==> src/logic/dsr_cfg.svh <==
// offsets, field positions, reset values and ramp constants of the soft ramp block
`ifndef DSR_CFG_SVH
`define DSR_CFG_SVH

// register indices; byte address is four times the index
`define DSR_IDX_PAGE    14'h0008
`define DSR_IDX_SYNC    14'h003B
`define DSR_IDX_IRQMUX  14'h04BC
`define DSR_IDX_GAIN    14'h0580
`define DSR_IDX_OFFEN   14'h0581
`define DSR_IDX_ONEN    14'h0582
`define DSR_IDX_LIMLO   14'h0583
`define DSR_IDX_LIMHI   14'h0584
`define DSR_IDX_LCTRL   14'h0585
`define DSR_IDX_STATUS  14'h05F0

// per path register file: register count and number of paths
`define DSR_PATH_REGS   6
`define DSR_NUM_PATHS   2

// reset values
`define DSR_RST_GAIN    8'h00
`define DSR_RST_OFFEN   8'hC6
`define DSR_RST_ONEN    8'h40
`define DSR_RST_LIMLO   8'h00
`define DSR_RST_LIMHI   8'h00
`define DSR_RST_LCTRL   8'h00
`define DSR_RST_PAGE    8'h03

// writable bit masks
`define DSR_WM_GAIN     8'h87
`define DSR_WM_OFFEN    8'hCF
`define DSR_WM_ONEN     8'hFF
`define DSR_WM_LIMLO    8'hFF
`define DSR_WM_LIMHI    8'h1F
`define DSR_WM_LCTRL    8'h8F
`define DSR_WM_PAGE     8'h03

// field positions
`define DSR_B_GAIN_EN   7
`define DSR_B_SHORT     7
`define DSR_B_LONG      6
`define DSR_B_LINK      3
`define DSR_B_ROT       2
`define DSR_B_TX        1
`define DSR_B_FOFF      0
`define DSR_B_FON       7
`define DSR_B_LVL       6
`define DSR_B_MON       7

// ramp: 32 steps over 2^(code+8) periods, so each step is 2^(code+3)
`define DSR_STEPS       6'd32
`define DSR_STEP_EXP    4'd3

// bus answers
`define DSR_RESP_OKAY   2'b00
`define DSR_RESP_SLVERR 2'b10

`endif

==> src/logic/dsr_pkg.sv <==
// types shared by the soft ramp block
`default_nettype none
package dsr_pkg;

    // ramp states, one-hot
    typedef enum logic [3:0] {
        ST_ON   = 4'b0001,
        ST_DOWN = 4'b0010,
        ST_OFF  = 4'b0100,
        ST_UP   = 4'b1000
    } dsr_state_t;

    // requests presented to one ramp
    typedef struct packed {
        logic ext_off;
        logic force_off;
        logic force_on;
        logic level_on;
    } dsr_req_t;

endpackage : dsr_pkg
`default_nettype wire

==> src/logic/dsr_ramp.sv <==
// gain ramp engine for one main path
`default_nettype none
`include "dsr_cfg.svh"
module dsr_ramp (
    // clock and reset
    input  wire logic              clk,
    input  wire logic              rst,
    // settings
    input  wire logic              gain_en,
    input  wire logic [2:0]        rate,
    input  wire dsr_pkg::dsr_req_t req,
    // ramp result
    output logic [5:0]             step_reg,
    output dsr_pkg::dsr_state_t    state_reg
);
    logic [9:0] cnt_reg;     // cycles within one step
    logic [9:0] period_m1;   // step length minus one
    logic [3:0] exp_sum;     // rate plus step exponent
    logic       tick;        // one step has elapsed

    // step length 2^(code+3) cycles, 32 of them per ramp
    assign exp_sum   = {1'b0, rate} + `DSR_STEP_EXP;
    assign period_m1 = 10'((11'd1 << exp_sum) - 11'd1);
    assign tick      = (cnt_reg == period_m1);

    // step counter idles while gain is settled
    always_ff @(posedge clk) begin
        if (rst || state_reg == dsr_pkg::ST_ON || state_reg == dsr_pkg::ST_OFF) begin
            cnt_reg <= 10'h000;
        end else if (tick) begin
            cnt_reg <= 10'h000;
        end else begin
            cnt_reg <= cnt_reg + 10'h001;
        end
    end

    // ramp sequencing
    always_ff @(posedge clk) begin
        if (rst) begin
            state_reg <= dsr_pkg::ST_ON;
            step_reg  <= `DSR_STEPS;
        end else if (!gain_en) begin
            // ramping disabled: gain passes at full scale
            state_reg <= dsr_pkg::ST_ON;
            step_reg  <= `DSR_STEPS;
        end else begin
            unique case (state_reg)
                dsr_pkg::ST_ON: begin
                    // forced off only counts here, where gain is 1
                    if (req.ext_off || req.force_off) begin
                        state_reg <= dsr_pkg::ST_DOWN;
                    end
                end
                dsr_pkg::ST_DOWN: begin
                    // further off triggers do not restart the ramp
                    if (tick) begin
                        step_reg <= step_reg - 6'd1;
                        if (step_reg == 6'd1) begin
                            state_reg <= dsr_pkg::ST_OFF;
                        end
                    end
                end
                dsr_pkg::ST_OFF: begin
                    // hold gain 0 until an on request, never against a trigger
                    if (!req.ext_off && (req.force_on || req.level_on)) begin
                        state_reg <= dsr_pkg::ST_UP;
                    end
                end
                dsr_pkg::ST_UP: begin
                    // a fresh trigger turns the ramp round from where it is
                    if (req.ext_off) begin
                        state_reg <= dsr_pkg::ST_DOWN;
                    end else if (tick) begin
                        step_reg <= step_reg + 6'd1;
                        if (step_reg == `DSR_STEPS - 6'd1) begin
                            state_reg <= dsr_pkg::ST_ON;
                        end
                    end
                end
                default: begin
                    // illegal code: recover to full gain
                    state_reg <= dsr_pkg::ST_ON;
                    step_reg  <= `DSR_STEPS;
                end
            endcase
        end
    end

endmodule : dsr_ramp
`default_nettype wire

==> src/logic/dsr_top.sv <==
// soft off / soft on gain ramp controller with AXI4-Lite registers
//
// Notes on behaviour
// - link interrupt goes to pin zero or one
// - ramping works only with gain enable set
// - 32 equal steps over 2^(code+8) cycles
// - short power error starts soft off
// - long power error starts soft off
// - link error starts soft off when enabled
// - sync rotation off needs sync bit 0 set to 1
// - transmit pin falling edge starts soft off
// - forced off acts only at gain 1
// - forced on acts only at gain 0
// - long level may ramp gain back on
// - long limit is 13 bits, two registers
// - long monitor runs only when enabled
// - path page selects which copy is accessed
// - power is I^2+Q^2 of six MSBs
//
// The AXI4-Lite slave port was chosen for this implementation.
`default_nettype none
`include "dsr_cfg.svh"
module dsr_top (
    // clock and reset
    input  wire logic                    CLK,
    input  wire logic                    RST,
    // axi4-lite write address
    input  wire logic [15:0]             S_AXI_AWADDR,
    input  wire logic                    S_AXI_AWVALID,
    output logic                         S_AXI_AWREADY,
    // axi4-lite write data
    input  wire logic [31:0]             S_AXI_WDATA,
    input  wire logic [3:0]              S_AXI_WSTRB,
    input  wire logic                    S_AXI_WVALID,
    output logic                         S_AXI_WREADY,
    // axi4-lite write response
    output logic [1:0]                   S_AXI_BRESP,
    output logic                         S_AXI_BVALID,
    input  wire logic                    S_AXI_BREADY,
    // axi4-lite read address
    input  wire logic [15:0]             S_AXI_ARADDR,
    input  wire logic                    S_AXI_ARVALID,
    output logic                         S_AXI_ARREADY,
    // axi4-lite read data
    output logic [31:0]                  S_AXI_RDATA,
    output logic [1:0]                   S_AXI_RRESP,
    output logic                         S_AXI_RVALID,
    input  wire logic                    S_AXI_RREADY,
    // datapath samples and error sources, same clock
    input  wire logic [1:0][15:0]        I_DATA,
    input  wire logic [1:0][15:0]        Q_DATA,
    input  wire logic [1:0]              SHORT_PWR_ERR,
    input  wire logic                    LINK_ERR,
    input  wire logic                    SYNC_ROTATE,
    input  wire logic                    LINK_IRQ,
    // transmit enable pins, asynchronous
    input  wire logic [1:0]              TRANSMIT_ENABLE_PIN,
    // gain towards the datapath, 0..32 of 32; a trigger at step 0 of a ramp up wraps it to 63
    output logic [1:0][5:0]              GAIN_STEP,
    // interrupt pins
    output logic                         INTERRUPT_PIN_ZERO,
    output logic                         INTERRUPT_PIN_ONE
);
    localparam int NP = `DSR_NUM_PATHS;

    // paged register copies, one set per path
    logic [7:0]  path_reg [NP][`DSR_PATH_REGS];
    // global registers
    logic [7:0]  main_path_page_select_reg;   // bit per path
    logic        sync_ctl_reg;                // rotation gate
    logic        link_irq_pin_select_reg;     // 0 pin zero, 1 pin one

    // write channel state
    logic        awready_reg;
    logic        aw_full_reg;
    logic [13:0] aw_idx_reg;
    logic        wready_reg;
    logic        w_full_reg;
    logic [7:0]  w_data_reg;
    logic        w_lane_reg;                  // low byte strobe
    logic        bvalid_reg;
    logic [1:0]  bresp_reg;
    logic        wr_do;                       // both halves held
    logic [13:0] wr_off;                      // index within path set

    // read channel state
    logic        arready_reg;
    logic        rvalid_reg;
    logic [31:0] rdata_reg;
    logic [1:0]  rresp_reg;
    logic [13:0] ar_idx;
    logic [13:0] rd_off;
    logic        rd_path;                     // copy shown on reads
    logic [7:0]  rd_byte;
    logic        rd_hit;

    // per path status
    logic [NP-1:0]       long_err_reg;
    logic [NP-1:0]       cause_long_reg;
    logic [NP-1:0][12:0] pwr_reg;
    logic [NP-1:0][5:0]  step_w;
    dsr_pkg::dsr_state_t state_w [NP];

    // pin synchronisers and edge history
    logic [NP-1:0] tx_s1_reg;
    logic [NP-1:0] tx_s2_reg;
    logic [NP-1:0] tx_s3_reg;
    logic [NP-1:0] tx_fall;

    // interrupt pins
    logic          interrupt_pin_zero_reg;
    logic          interrupt_pin_one_reg;

    // indices that the slave answers
    function automatic logic is_mapped(input logic [13:0] idx);
        is_mapped = (idx == `DSR_IDX_PAGE) || (idx == `DSR_IDX_SYNC) ||
                    (idx == `DSR_IDX_IRQMUX) || (idx == `DSR_IDX_STATUS) ||
                    (idx >= `DSR_IDX_GAIN && idx <= `DSR_IDX_LCTRL);
    endfunction : is_mapped

    // reset value of a path register
    function automatic logic [7:0] path_rst(input int k);
        unique case (k)
            0:       path_rst = `DSR_RST_GAIN;
            1:       path_rst = `DSR_RST_OFFEN;
            2:       path_rst = `DSR_RST_ONEN;
            3:       path_rst = `DSR_RST_LIMLO;
            4:       path_rst = `DSR_RST_LIMHI;
            default: path_rst = `DSR_RST_LCTRL;
        endcase
    endfunction : path_rst

    // writable mask of a path register
    function automatic logic [7:0] path_mask(input logic [13:0] k);
        unique case (k)
            14'h0000: path_mask = `DSR_WM_GAIN;
            14'h0001: path_mask = `DSR_WM_OFFEN;
            14'h0002: path_mask = `DSR_WM_ONEN;
            14'h0003: path_mask = `DSR_WM_LIMLO;
            14'h0004: path_mask = `DSR_WM_LIMHI;
            default:  path_mask = `DSR_WM_LCTRL;
        endcase
    endfunction : path_mask

    // ------------------------------------------------------------
    // write address channel: hold one address until the write is done
    assign wr_do  = aw_full_reg && w_full_reg && !bvalid_reg;
    assign wr_off = aw_idx_reg - `DSR_IDX_GAIN;

    always_ff @(posedge CLK) begin
        if (RST) begin
            awready_reg <= 1'b0;
            aw_full_reg <= 1'b0;
            aw_idx_reg  <= 14'h0000;
        end else if (S_AXI_AWVALID && awready_reg) begin
            aw_full_reg <= 1'b1;
            awready_reg <= 1'b0;
            aw_idx_reg  <= S_AXI_AWADDR[15:2];
        end else if (wr_do) begin
            aw_full_reg <= 1'b0;
            awready_reg <= 1'b1;
        end else if (!aw_full_reg) begin
            awready_reg <= 1'b1;
        end
    end

    // write data channel, taken independently of the address
    always_ff @(posedge CLK) begin
        if (RST) begin
            wready_reg <= 1'b0;
            w_full_reg <= 1'b0;
            w_data_reg <= 8'h00;
            w_lane_reg <= 1'b0;
        end else if (S_AXI_WVALID && wready_reg) begin
            w_full_reg <= 1'b1;
            wready_reg <= 1'b0;
            w_data_reg <= S_AXI_WDATA[7:0];
            w_lane_reg <= S_AXI_WSTRB[0];
        end else if (wr_do) begin
            w_full_reg <= 1'b0;
            wready_reg <= 1'b1;
        end else if (!w_full_reg) begin
            wready_reg <= 1'b1;
        end
    end

    // write response follows the completed pair
    always_ff @(posedge CLK) begin
        if (RST) begin
            bvalid_reg <= 1'b0;
            bresp_reg  <= `DSR_RESP_OKAY;
        end else if (wr_do) begin
            bvalid_reg <= 1'b1;
            bresp_reg  <= is_mapped(aw_idx_reg) ? `DSR_RESP_OKAY : `DSR_RESP_SLVERR;
        end else if (S_AXI_BREADY) begin
            bvalid_reg <= 1'b0;
        end
    end

    // global registers; only bits 7:0 exist, so lane 0 alone writes
    always_ff @(posedge CLK) begin
        if (RST) begin
            main_path_page_select_reg <= `DSR_RST_PAGE;
            sync_ctl_reg              <= 1'b0;
            link_irq_pin_select_reg   <= 1'b0;
        end else if (wr_do && w_lane_reg) begin
            if (aw_idx_reg == `DSR_IDX_PAGE) begin
                main_path_page_select_reg <= w_data_reg & `DSR_WM_PAGE;
            end
            if (aw_idx_reg == `DSR_IDX_SYNC) begin
                sync_ctl_reg <= w_data_reg[0];
            end
            if (aw_idx_reg == `DSR_IDX_IRQMUX) begin
                link_irq_pin_select_reg <= w_data_reg[0];
            end
        end
    end

    // paged registers: a write reaches every copy whose page bit is set
    always_ff @(posedge CLK) begin
        for (int p = 0; p < NP; p++) begin
            for (int k = 0; k < `DSR_PATH_REGS; k++) begin
                if (RST) begin
                    path_reg[p][k] <= path_rst(k);
                end else if (wr_do && w_lane_reg && main_path_page_select_reg[p] &&
                             aw_idx_reg >= `DSR_IDX_GAIN && aw_idx_reg <= `DSR_IDX_LCTRL &&
                             wr_off == 14'(k)) begin
                    path_reg[p][k] <= (path_reg[p][k] & ~path_mask(wr_off)) |
                                      (w_data_reg & path_mask(wr_off));
                end
            end
        end
    end

    // ------------------------------------------------------------
    // read decode; lowest selected page is shown, path 0 when none
    assign ar_idx  = S_AXI_ARADDR[15:2];
    assign rd_off  = ar_idx - `DSR_IDX_GAIN;
    assign rd_path = !main_path_page_select_reg[0] && main_path_page_select_reg[1];
    assign rd_hit  = is_mapped(ar_idx);

    always_comb begin
        rd_byte = 8'h00;
        if (ar_idx == `DSR_IDX_PAGE) begin
            rd_byte = main_path_page_select_reg;
        end else if (ar_idx == `DSR_IDX_SYNC) begin
            rd_byte = {7'h00, sync_ctl_reg};
        end else if (ar_idx == `DSR_IDX_IRQMUX) begin
            rd_byte = {7'h00, link_irq_pin_select_reg};
        end else if (ar_idx == `DSR_IDX_STATUS) begin
            // live state of the selected path
            rd_byte = {long_err_reg[rd_path], state_w[rd_path] != dsr_pkg::ST_ON &&
                       state_w[rd_path] != dsr_pkg::ST_OFF, step_w[rd_path]};
        end else if (ar_idx >= `DSR_IDX_GAIN && ar_idx <= `DSR_IDX_LCTRL) begin
            rd_byte = path_reg[rd_path][rd_off[2:0]];
        end
    end

    // read channel: one outstanding read, data one cycle after the address
    always_ff @(posedge CLK) begin
        if (RST) begin
            arready_reg <= 1'b0;
            rvalid_reg  <= 1'b0;
            rdata_reg   <= 32'h0000_0000;
            rresp_reg   <= `DSR_RESP_OKAY;
        end else if (S_AXI_ARVALID && arready_reg) begin
            arready_reg <= 1'b0;
            rvalid_reg  <= 1'b1;
            rdata_reg   <= {24'h00_0000, rd_byte};
            rresp_reg   <= rd_hit ? `DSR_RESP_OKAY : `DSR_RESP_SLVERR;
        end else if (rvalid_reg && S_AXI_RREADY) begin
            rvalid_reg  <= 1'b0;
            arready_reg <= 1'b1;
        end else if (!rvalid_reg) begin
            arready_reg <= 1'b1;
        end
    end

    // ------------------------------------------------------------
    // transmit pins: two flops, then a third for the edge
    always_ff @(posedge CLK) begin
        if (RST) begin
            tx_s1_reg <= '0;
            tx_s2_reg <= '0;
            tx_s3_reg <= '0;
        end else begin
            tx_s1_reg <= TRANSMIT_ENABLE_PIN;
            tx_s2_reg <= tx_s1_reg;
            tx_s3_reg <= tx_s2_reg;
        end
    end
    assign tx_fall = tx_s3_reg & ~tx_s2_reg;

    // link interrupt routing, registered towards the pins
    always_ff @(posedge CLK) begin
        if (RST) begin
            interrupt_pin_zero_reg <= 1'b0;
            interrupt_pin_one_reg <= 1'b0;
        end else begin
            interrupt_pin_zero_reg <= LINK_IRQ && !link_irq_pin_select_reg;
            interrupt_pin_one_reg <= LINK_IRQ && link_irq_pin_select_reg;
        end
    end

    // ------------------------------------------------------------
    // per path monitor, trigger gathering and ramp
    for (genvar gp = 0; gp < NP; gp++) begin : g_path
        logic signed [11:0] isq;           // square of I top bits
        logic signed [11:0] qsq;           // square of Q top bits
        logic [12:0]        limit;         // long power limit
        logic               mon_en;        // long monitor enabled
        logic               long_trig;     // long error soft off
        dsr_pkg::dsr_req_t  req;

        // only the six top bits count; squares are never negative
        assign isq = $signed(I_DATA[gp][15:10]) * $signed(I_DATA[gp][15:10]);
        assign qsq = $signed(Q_DATA[gp][15:10]) * $signed(Q_DATA[gp][15:10]);
        assign limit  = {path_reg[gp][4][4:0], path_reg[gp][3]};
        assign mon_en = path_reg[gp][5][`DSR_B_MON];

        // power and long error, held cleared while disabled
        always_ff @(posedge CLK) begin
            if (RST || !mon_en) begin
                pwr_reg[gp]      <= 13'h0000;
                long_err_reg[gp] <= 1'b0;
            end else begin
                pwr_reg[gp]      <= {1'b0, isq} + {1'b0, qsq};
                long_err_reg[gp] <= pwr_reg[gp] > limit;
            end
        end

        assign long_trig = path_reg[gp][1][`DSR_B_LONG] && long_err_reg[gp];

        // remember a long error shutdown so the level may undo only that
        always_ff @(posedge CLK) begin
            if (RST) begin
                cause_long_reg[gp] <= 1'b0;
            end else if (long_trig && state_w[gp] != dsr_pkg::ST_OFF) begin
                cause_long_reg[gp] <= 1'b1;
            end else if (state_w[gp] == dsr_pkg::ST_UP) begin
                cause_long_reg[gp] <= 1'b0;
            end
        end

        // soft off sources
        assign req.ext_off =
            (path_reg[gp][1][`DSR_B_SHORT] && SHORT_PWR_ERR[gp]) ||
            long_trig ||
            (path_reg[gp][1][`DSR_B_LINK] && LINK_ERR) ||
            (path_reg[gp][1][`DSR_B_ROT] && sync_ctl_reg && SYNC_ROTATE) ||
            (path_reg[gp][1][`DSR_B_TX] && tx_fall[gp]);
        assign req.force_off = path_reg[gp][1][`DSR_B_FOFF];
        assign req.force_on  = path_reg[gp][2][`DSR_B_FON];
        // level soft on once the long power is back under the limit
        assign req.level_on  = path_reg[gp][2][`DSR_B_LVL] && cause_long_reg[gp] &&
                               mon_en && !long_err_reg[gp];

        dsr_ramp u_ramp (
            .clk      (CLK),
            .rst      (RST),
            .gain_en  (path_reg[gp][0][`DSR_B_GAIN_EN]),
            .rate     (path_reg[gp][0][2:0]),
            .req      (req),
            .step_reg (step_w[gp]),
            .state_reg(state_w[gp])
        );
    end

    // ------------------------------------------------------------
    // outputs, all from flip-flops
    assign S_AXI_AWREADY      = awready_reg;
    assign S_AXI_WREADY       = wready_reg;
    assign S_AXI_BVALID       = bvalid_reg;
    assign S_AXI_BRESP        = bresp_reg;
    assign S_AXI_ARREADY      = arready_reg;
    assign S_AXI_RVALID       = rvalid_reg;
    assign S_AXI_RDATA        = rdata_reg;
    assign S_AXI_RRESP        = rresp_reg;
    assign GAIN_STEP          = step_w;
    assign INTERRUPT_PIN_ZERO = interrupt_pin_zero_reg;
    assign INTERRUPT_PIN_ONE  = interrupt_pin_one_reg;

endmodule : dsr_top
`default_nettype wire

==> config.mk <==
export PLATFORM = sky130hd
export DESIGN_NAME = dsr_top
export DESIGN_NICKNAME = d
export VERILOG_FILES = /design/src/logic/dsr_pkg.sv /design/src/logic/dsr_ramp.sv /design/src/logic/dsr_top.sv
export VERILOG_INCLUDE_DIRS = /design/src /design/src/logic
export SDC_FILE = /design/constraint.sdc
export NUM_CORES = 1
export LEC_CHECK = 0
export CAP_MARGIN = 20
export CORE_MARGIN = 2
export CORE_UTILIZATION = 40
export DETAILED_ROUTE_END_ITERATION = 8
export DONT_BUFFER_PORTS = 1
export GPL_ROUTABILITY_DRIVEN = 1
export PLACE_DENSITY = 0.61
export SLEW_MARGIN = 0
export SYNTH_ARGS = -nofsm -noshare
export SYNTH_HDL_FRONTEND = slang
export SYNTH_SLANG_ARGS = --single-unit
==> constraint.sdc <==
create_clock -name CLK -period 16 [get_ports CLK]
set_input_delay 2.4 -clock CLK [delete_from_list [all_inputs] [get_ports CLK]]
set_output_delay 2.4 -clock CLK [all_outputs]
set_load 0.05 [all_outputs]
; ---- Yosys cells after proc, flatten, opt, wreduce, memory -nomap -nowiden
; Memory sizes are Yosys's and may differ from the RTL's.
; Index checks and enable logic that the tools add are counted.
[totals]
ff_bits = 124
mem_bits_rw = 96
in_bits = 146
elab_cells = 429
n_memories = 1
[mem_list]
columns = memory, words, word_bits, rd, rd_clocked_by_memory_dff, write_ports, line_no
row1 = path_reg, 2, 48, 3, 0, 2, dsr_top.sv:67  ; logic [7:0] path_reg [NP][`DSR_PATH_REGS];
[op_classes]
add_sub_neg = 14
mul = 4
magnitude_cmp = 9
n_eq_ne = 50
n_shift = 2
n_mux = 136
bitwise = 68
n_reduce_logical = 112
[ops]
columns = op, count
row1 = $mux W8, 46
row2 = $and A8 B8 Y8, 24
row3 = $not A8 Y8, 12
row4 = $or A8 B8 Y8, 12
row5 = $mux W4, 17
row6 = $mux W1, 57
row7 = $eq A14 B11 Y1 const B, 4
row8 = $logic_and A1 B1 Y1, 53
row9 = $mul A6 B6 Y12, 4
row10 = $mux W6, 8
row11 = $pmux W6 S3, 2
row12 = $pmux W4 S4, 2
row13 = $pmux W8 S4, 1
row14 = $eq A14 B2 Y1 const B, 2
row15 = $eq A14 B3 Y1 const B, 2
row16 = $eq A14 B4 Y1 const B, 2
row17 = $eq A14 B6 Y1 const B, 2
row18 = $ge A14 B11 Y1 const B, 2
row19 = $le A14 B11 Y1 const B, 2
row20 = $add A12 B12 Y13, 2
row21 = $gt A13 B13 Y1, 2
row22 = $logic_or A1 B1 Y1, 26
row23 = $bmux W8 S3, 1
row24 = $add A10 B1 Y10 const B, 2
row25 = other kinds (37), 108

; ---- Longest topological paths before layout
[depth]
word_depth = 13
ltp_mapped = 23
depth_no_buf = 22

; ---- By module
; From an unflattened synthesis, not the netlist that was laid out.
[hier_totals]
hier_cells = 1873
hier_area_um2 = 16928.7
[by_module_without_submodules]
columns = module, n_inst, cells_per_inst, area_per_inst_um2
row1 = dsr_top, 1, 1485, 13830.8
row2 = dsr_ramp, 2, 194, 1549.0

; ---- Least setup slack after synthesis
; OpenSTA, ideal clock, no wires.
[synth_timing]
path_kind = in2reg
start = in I_DATA[31] (netlist name)
end = reg pwr_reg[24] (netlist name)
setup_ps = 72
arrival_ps = 6688
required_time_ps = 15928
slack_ps = 9240
cell_stages = 23
path_buffers = 1
path_cell_list = clkbuf_1 inv_1 nor2_1 xnor2_1 ha_1 inv_1 fa_1 inv_1 fa_1 inv_1 fa_1 inv_1 ha_1 a21oi_1 nor2_1 nor2_1 o21bai_1 a21oi_1 xnor2_1 ha_1 a211o_1 o21ai_0 mux2i_1
[synth_via]
elab_chain_len = 2
[synth_lines]
columns = element, line_no
row1 = start: declaration, dsr_top.sv:50  ; input wire logic [1:0][15:0] I_DATA,
row2 = $mul A6 B6 Y12, dsr_top.sv:316  ; assign isq = $signed(I_DATA[gp][15:10]) * $signed(I_DATA[gp][15:10]);
row3 = $add A12 B12 Y13, dsr_top.sv:327  ; pwr_reg[gp] <= {1'b0, isq} + {1'b0, qsq};
row4 = end signal: indexed assignment, dsr_top.sv:327
row5 = end: declaration, dsr_top.sv:100  ; logic [NP-1:0][12:0] pwr_reg;
; Every way passes these cells.
; A chain may end at the register's enable or synchronous reset.

; ---- Worst setup path after layout
[layout_timing]
start = in I_DATA[15] (netlist name)
end = reg pwr_reg[11] (netlist name)
; Same word-level chain as after synthesis.

==> impl_metrics.xml <==
<?xml version="1.0" encoding="UTF-8"?>
<metrics>
  <group name="timing">
    <metric name="fin_skew" unit="ps">13.5</metric>
    <metric name="timing_worst_slew_pin_value" unit="ps">982</metric>
    <metric name="finalSetupViolCount" unit="">0</metric>
    <metric name="fin_crit_sh" unit="%">40.7</metric>
    <metric name="fmax" unit="MHz">154</metric>
    <metric name="post-route-worst-setup-slack" unit="ps">9490</metric>
    <metric name="timing.final.max_slew_violations" unit="">0</metric>
    <metric name="rsz0062_at_grt" unit="">false</metric>
    <metric name="worst_relative_slew_slack" unit="%">34.5</metric>
    <metric name="hold_viol_final" unit="">0</metric>
    <metric name="finalWorstPathRequiredPeriod" unit="ps">6510</metric>
    <metric name="finalSetupTns" unit="ps">0</metric>
  </group>
  <group name="yosys">
    <metric name="postSynth.topFlopCell" unit="">dfxtp_1</metric>
    <metric name="cell_with_the_most_instances_after_synthesis" unit="">nand2_1</metric>
    <metric name="yosys-top-cells-area" unit="">edfxtp_1 (17%), dfxtp_1 (15%), ha_1 (10%)</metric>
    <metric name="synth_seq_area_share" unit="%">32.2</metric>
    <metric name="postSynthRegisterBits" unit="">218</metric>
    <metric name="synthDominantAreaCellType" unit="">edfxtp_1</metric>
    <metric name="synth_area_per_cell" unit="um2">9.21</metric>
    <metric name="ys_async_sr_fraction" unit="%">0</metric>
    <metric name="synthesis.area" unit="um2">16500</metric>
    <metric name="yosys_warnings" unit="">0</metric>
    <metric name="synth_cell_type_count" unit="">87</metric>
    <metric name="synthesis.instances" unit="">1794</metric>
    <metric name="synth-edff-count" unit="">96</metric>
    <metric name="netlist.area_leader.share" unit="%">17.4</metric>
    <metric name="synth_common_cells" unit="">nand2_1 (210), inv_1 (194), ha_1 (136)</metric>
  </group>
  <group name="finish">
    <metric name="fill_cells" unit="">3883</metric>
    <metric name="fin_util" unit="%">43.2</metric>
    <metric name="area.growth.synth_to_final" unit="%">6.76</metric>
    <metric name="largest_register_ffs" unit="">96</metric>
    <metric name="design.final.nets" unit="">2116</metric>
    <metric name="diodes" unit="">0</metric>
    <metric name="final_layout_size_suffix_gt1_share" unit="%">5.12</metric>
  </group>
  <group name="clock_tree">
    <metric name="cts_resized" unit="">0</metric>
    <metric name="worst_setup_hold_path_clk_slew" unit="ps">60</metric>
    <metric name="post_cts_buffers" unit="">0</metric>
    <metric name="cts.hold.buffers_added" unit="">0</metric>
    <metric name="tritoncts.num_buffers" unit="">25</metric>
    <metric name="clock_tree_from_tritoncts" unit="">done</metric>
    <metric name="clock_path_buffers" unit="">3</metric>
    <metric name="htree_num_levels" unit="">1</metric>
    <metric name="clock_insertion_delay_worst_skew" unit="ps">530</metric>
    <metric name="buffer_type_at_the_clock_tree_root" unit="">clkbuf_16</metric>
    <metric name="cts.sinks" unit="">218</metric>
  </group>
  <group name="drt">
    <metric name="detail_route.drc_violations" unit="">0</metric>
    <metric name="route.final.wire_length" unit="um">39800</metric>
    <metric name="route.detailed.wl_per_inst" unit="um">17.2</metric>
    <metric name="firstDrtPassIters" unit="">6</metric>
    <metric name="post_drt_via_cell_ratio" unit="">5.47</metric>
    <metric name="first_iter_violations" unit="">910</metric>
    <metric name="num_vias" unit="">12600</metric>
    <metric name="final_antenna_net_count" unit="">0</metric>
  </group>
  <group name="pwr">
    <metric name="power.static_leakage" unit="nW">7.30</metric>
    <metric name="max-vdd-ir-drop" unit="V">0.0000975</metric>
    <metric name="power_density" unit="nW/um2">126</metric>
  </group>
  <group name="hold_path">
    <metric name="min-delay-path-class" unit="">reg -&gt; reg</metric>
  </group>
  <group name="die">
    <metric name="floorplan.die_area" unit="um2">43000</metric>
    <metric name="die_height" unit="um">207</metric>
    <metric name="die_span_in_x" unit="um">207</metric>
    <metric name="io_pins" unit="">201</metric>
    <metric name="num_rows" unit="">74</metric>
    <metric name="initial_utilization" unit="%">40.5</metric>
    <metric name="coreArea" unit="um2">40800</metric>
  </group>
  <group name="setup_path">
    <metric name="worst_setup_ep_type" unit="">register</metric>
    <metric name="worstSetupStartpointType" unit="">input port</metric>
    <metric name="critical_path.most_common_cell" unit="">inv_1</metric>
    <metric name="regToRegSetupSlack" unit="ps">12920</metric>
    <metric name="crit_path_max_incr_delay" unit="ps">530</metric>
    <metric name="critical-path-slowest-cell" unit="">fa_1</metric>
    <metric name="critPathRequiredTime" unit="ps">16450</metric>
    <metric name="largest_driver_fanout_on_the_critical_path" unit="">7</metric>
    <metric name="worstPathCellList" unit="">inv_1 -&gt; nor2_1 -&gt; xnor2_1 -&gt; ha_1 -&gt; inv_1 -&gt; fa_1 -&gt; inv_1 -&gt; fa_1 -&gt; inv_1 -&gt; fa_1 -&gt; inv_1 -&gt; ha_1 -&gt; a21o_1 -&gt; a21oi_1 -&gt; o21bai_1 -&gt; a21oi_1 -&gt; xnor2_1 -&gt; ha_1 -&gt; a211o_1 -&gt; o21ai_0 -&gt; mux2i_1</metric>
    <metric name="critPathKind" unit="">in -&gt; reg</metric>
    <metric name="worst-endpoint-arrival" unit="ps">6960</metric>
  </group>
  <group name="placement">
    <metric name="io_buffer_count" unit="">0</metric>
    <metric name="dpl_worst_slack" unit="ps">8940</metric>
    <metric name="dp_hpwl" unit="um">30200</metric>
    <metric name="global_placer_s_final_weighted_congestion" unit="">0.852</metric>
  </group>
  <group name="outcome">
    <metric name="status" unit="">finished, final reports clean</metric>
  </group>
  <group name="grt">
    <metric name="initial_antenna_violation_count" unit="">0</metric>
    <metric name="globalRouteOverflowTotal" unit="">0</metric>
    <metric name="grt_overall_usage" unit="%">18.1</metric>
    <metric name="grt_start_max_net_pins" unit="">75</metric>
    <metric name="global_route_wire_length_before_repair" unit="um">64400</metric>
    <metric name="grt_pass1_vias" unit="">12500</metric>
  </group>
  <group name="job">
    <metric name="max_cap_viol_count" unit="">0</metric>
  </group>
</metrics>
## path summary, 6_finish.rpt
path | start | to | cells after the start
setup / recovery | I_DATA[15] | pwr_reg[11]$_SDFF_PP0_ | 21
hold / removal | tx_s1_reg[1]$_SDFF_PP0_ | tx_s2_reg[1]$_SDFF_PP0_ | 1
setup reg to reg | aw_idx_reg[7]$_SDFFE_PP0P_ | path_reg[1][30]$_SDFFCE_PN1P_ | 6
hold reg to reg | tx_s1_reg[1]$_SDFF_PP0_ | tx_s2_reg[1]$_SDFF_PP0_ | 1
## per-layer routing
layer / part of all wire (%) / track usage, % / vias up
met5: 0 / 0 / -
met4: 2.3 / 4.70 / 0
met3: 6.2 / 2.69 / 64
met2: 47 / 30.8 / 347
met1: 44 / 24.2 / 6116
li1: - / - / 6101
## cells by family after synthesis
family	count (synthesis)	share of synthesized area, %
adders and majority gates	211	19.4
xor gates and xnor gates	74	3.92
muxes	49	4.48
buffers and inverters	284	7.42
and+or+nand+nor	615	19.0
AOI/OAI and AO/OA	341	13.5
other	2	0.0455
DFF	218	32.2
## power breakdown
part           switching, mW  internal (mW)  total [mW]
clock                  0.232          0.355       0.587
sequential            0.0265          0.608       0.634
combinational          0.546          0.460        1.01
total                  0.805           1.42        2.23
## worst max-delay path: cells and delay by family
family	cells	cell delay (ps)
fa+ha+maj	6	2380
buf+inv	5	390
compound gates	6	1170
mux	1	210
xor+xnor	2	310
simple gates	1	100
## through the flow
step	power (mW)	cells	cell area, um2	hold slack [ps]
4_1_cts	2.25	2309	17600	444
5_1_grt	2.41	2309	17600	456
3_3_place_gp	1.63	2264	16800	425
2_1_floorplan	1.47	1820	16600	414
6_report	2.23	2309	17600	438
3_5_place_dp	1.65	2264	16800	429
## cell type report
class | instances | area, um2 | share of cell area, %
Tap cell | 532 | 666 | 3.77
Clock inverter | 15 | 178 | 1.01
Clock buffer | 30 | 654 | 3.71
Timing Repair Buffer | 2 | 15.0 | 0.0851
Multi-Input combinational cell | 1318 | 10100 | 57.1
Inverter | 194 | 728 | 4.13
Sequential cell | 218 | 5330 | 30.2
## cell usage in the layout, fill, tap and decap left out, types with 17 or more instances in the layout
master / instances
o21bai_1: 25
and2_1: 46
xor2_1: 21
o21ai_0: 47
fa_1: 75
nor3_1: 32
nand3_1: 38
a21oi_1: 118
nor2_1: 108
mux4_2: 20
conb_1: 28
dfxtp_1: 122
nand2_1: 210
inv_1: 194
edfxtp_1: 96
mux2i_1: 29
ha_1: 136
clkbuf_16: 25
nand2b_1: 26
o21a_1: 17
xnor2_1: 53
nor2b_1: 37
and3_1: 35
(Power assumes the default switching activity.)
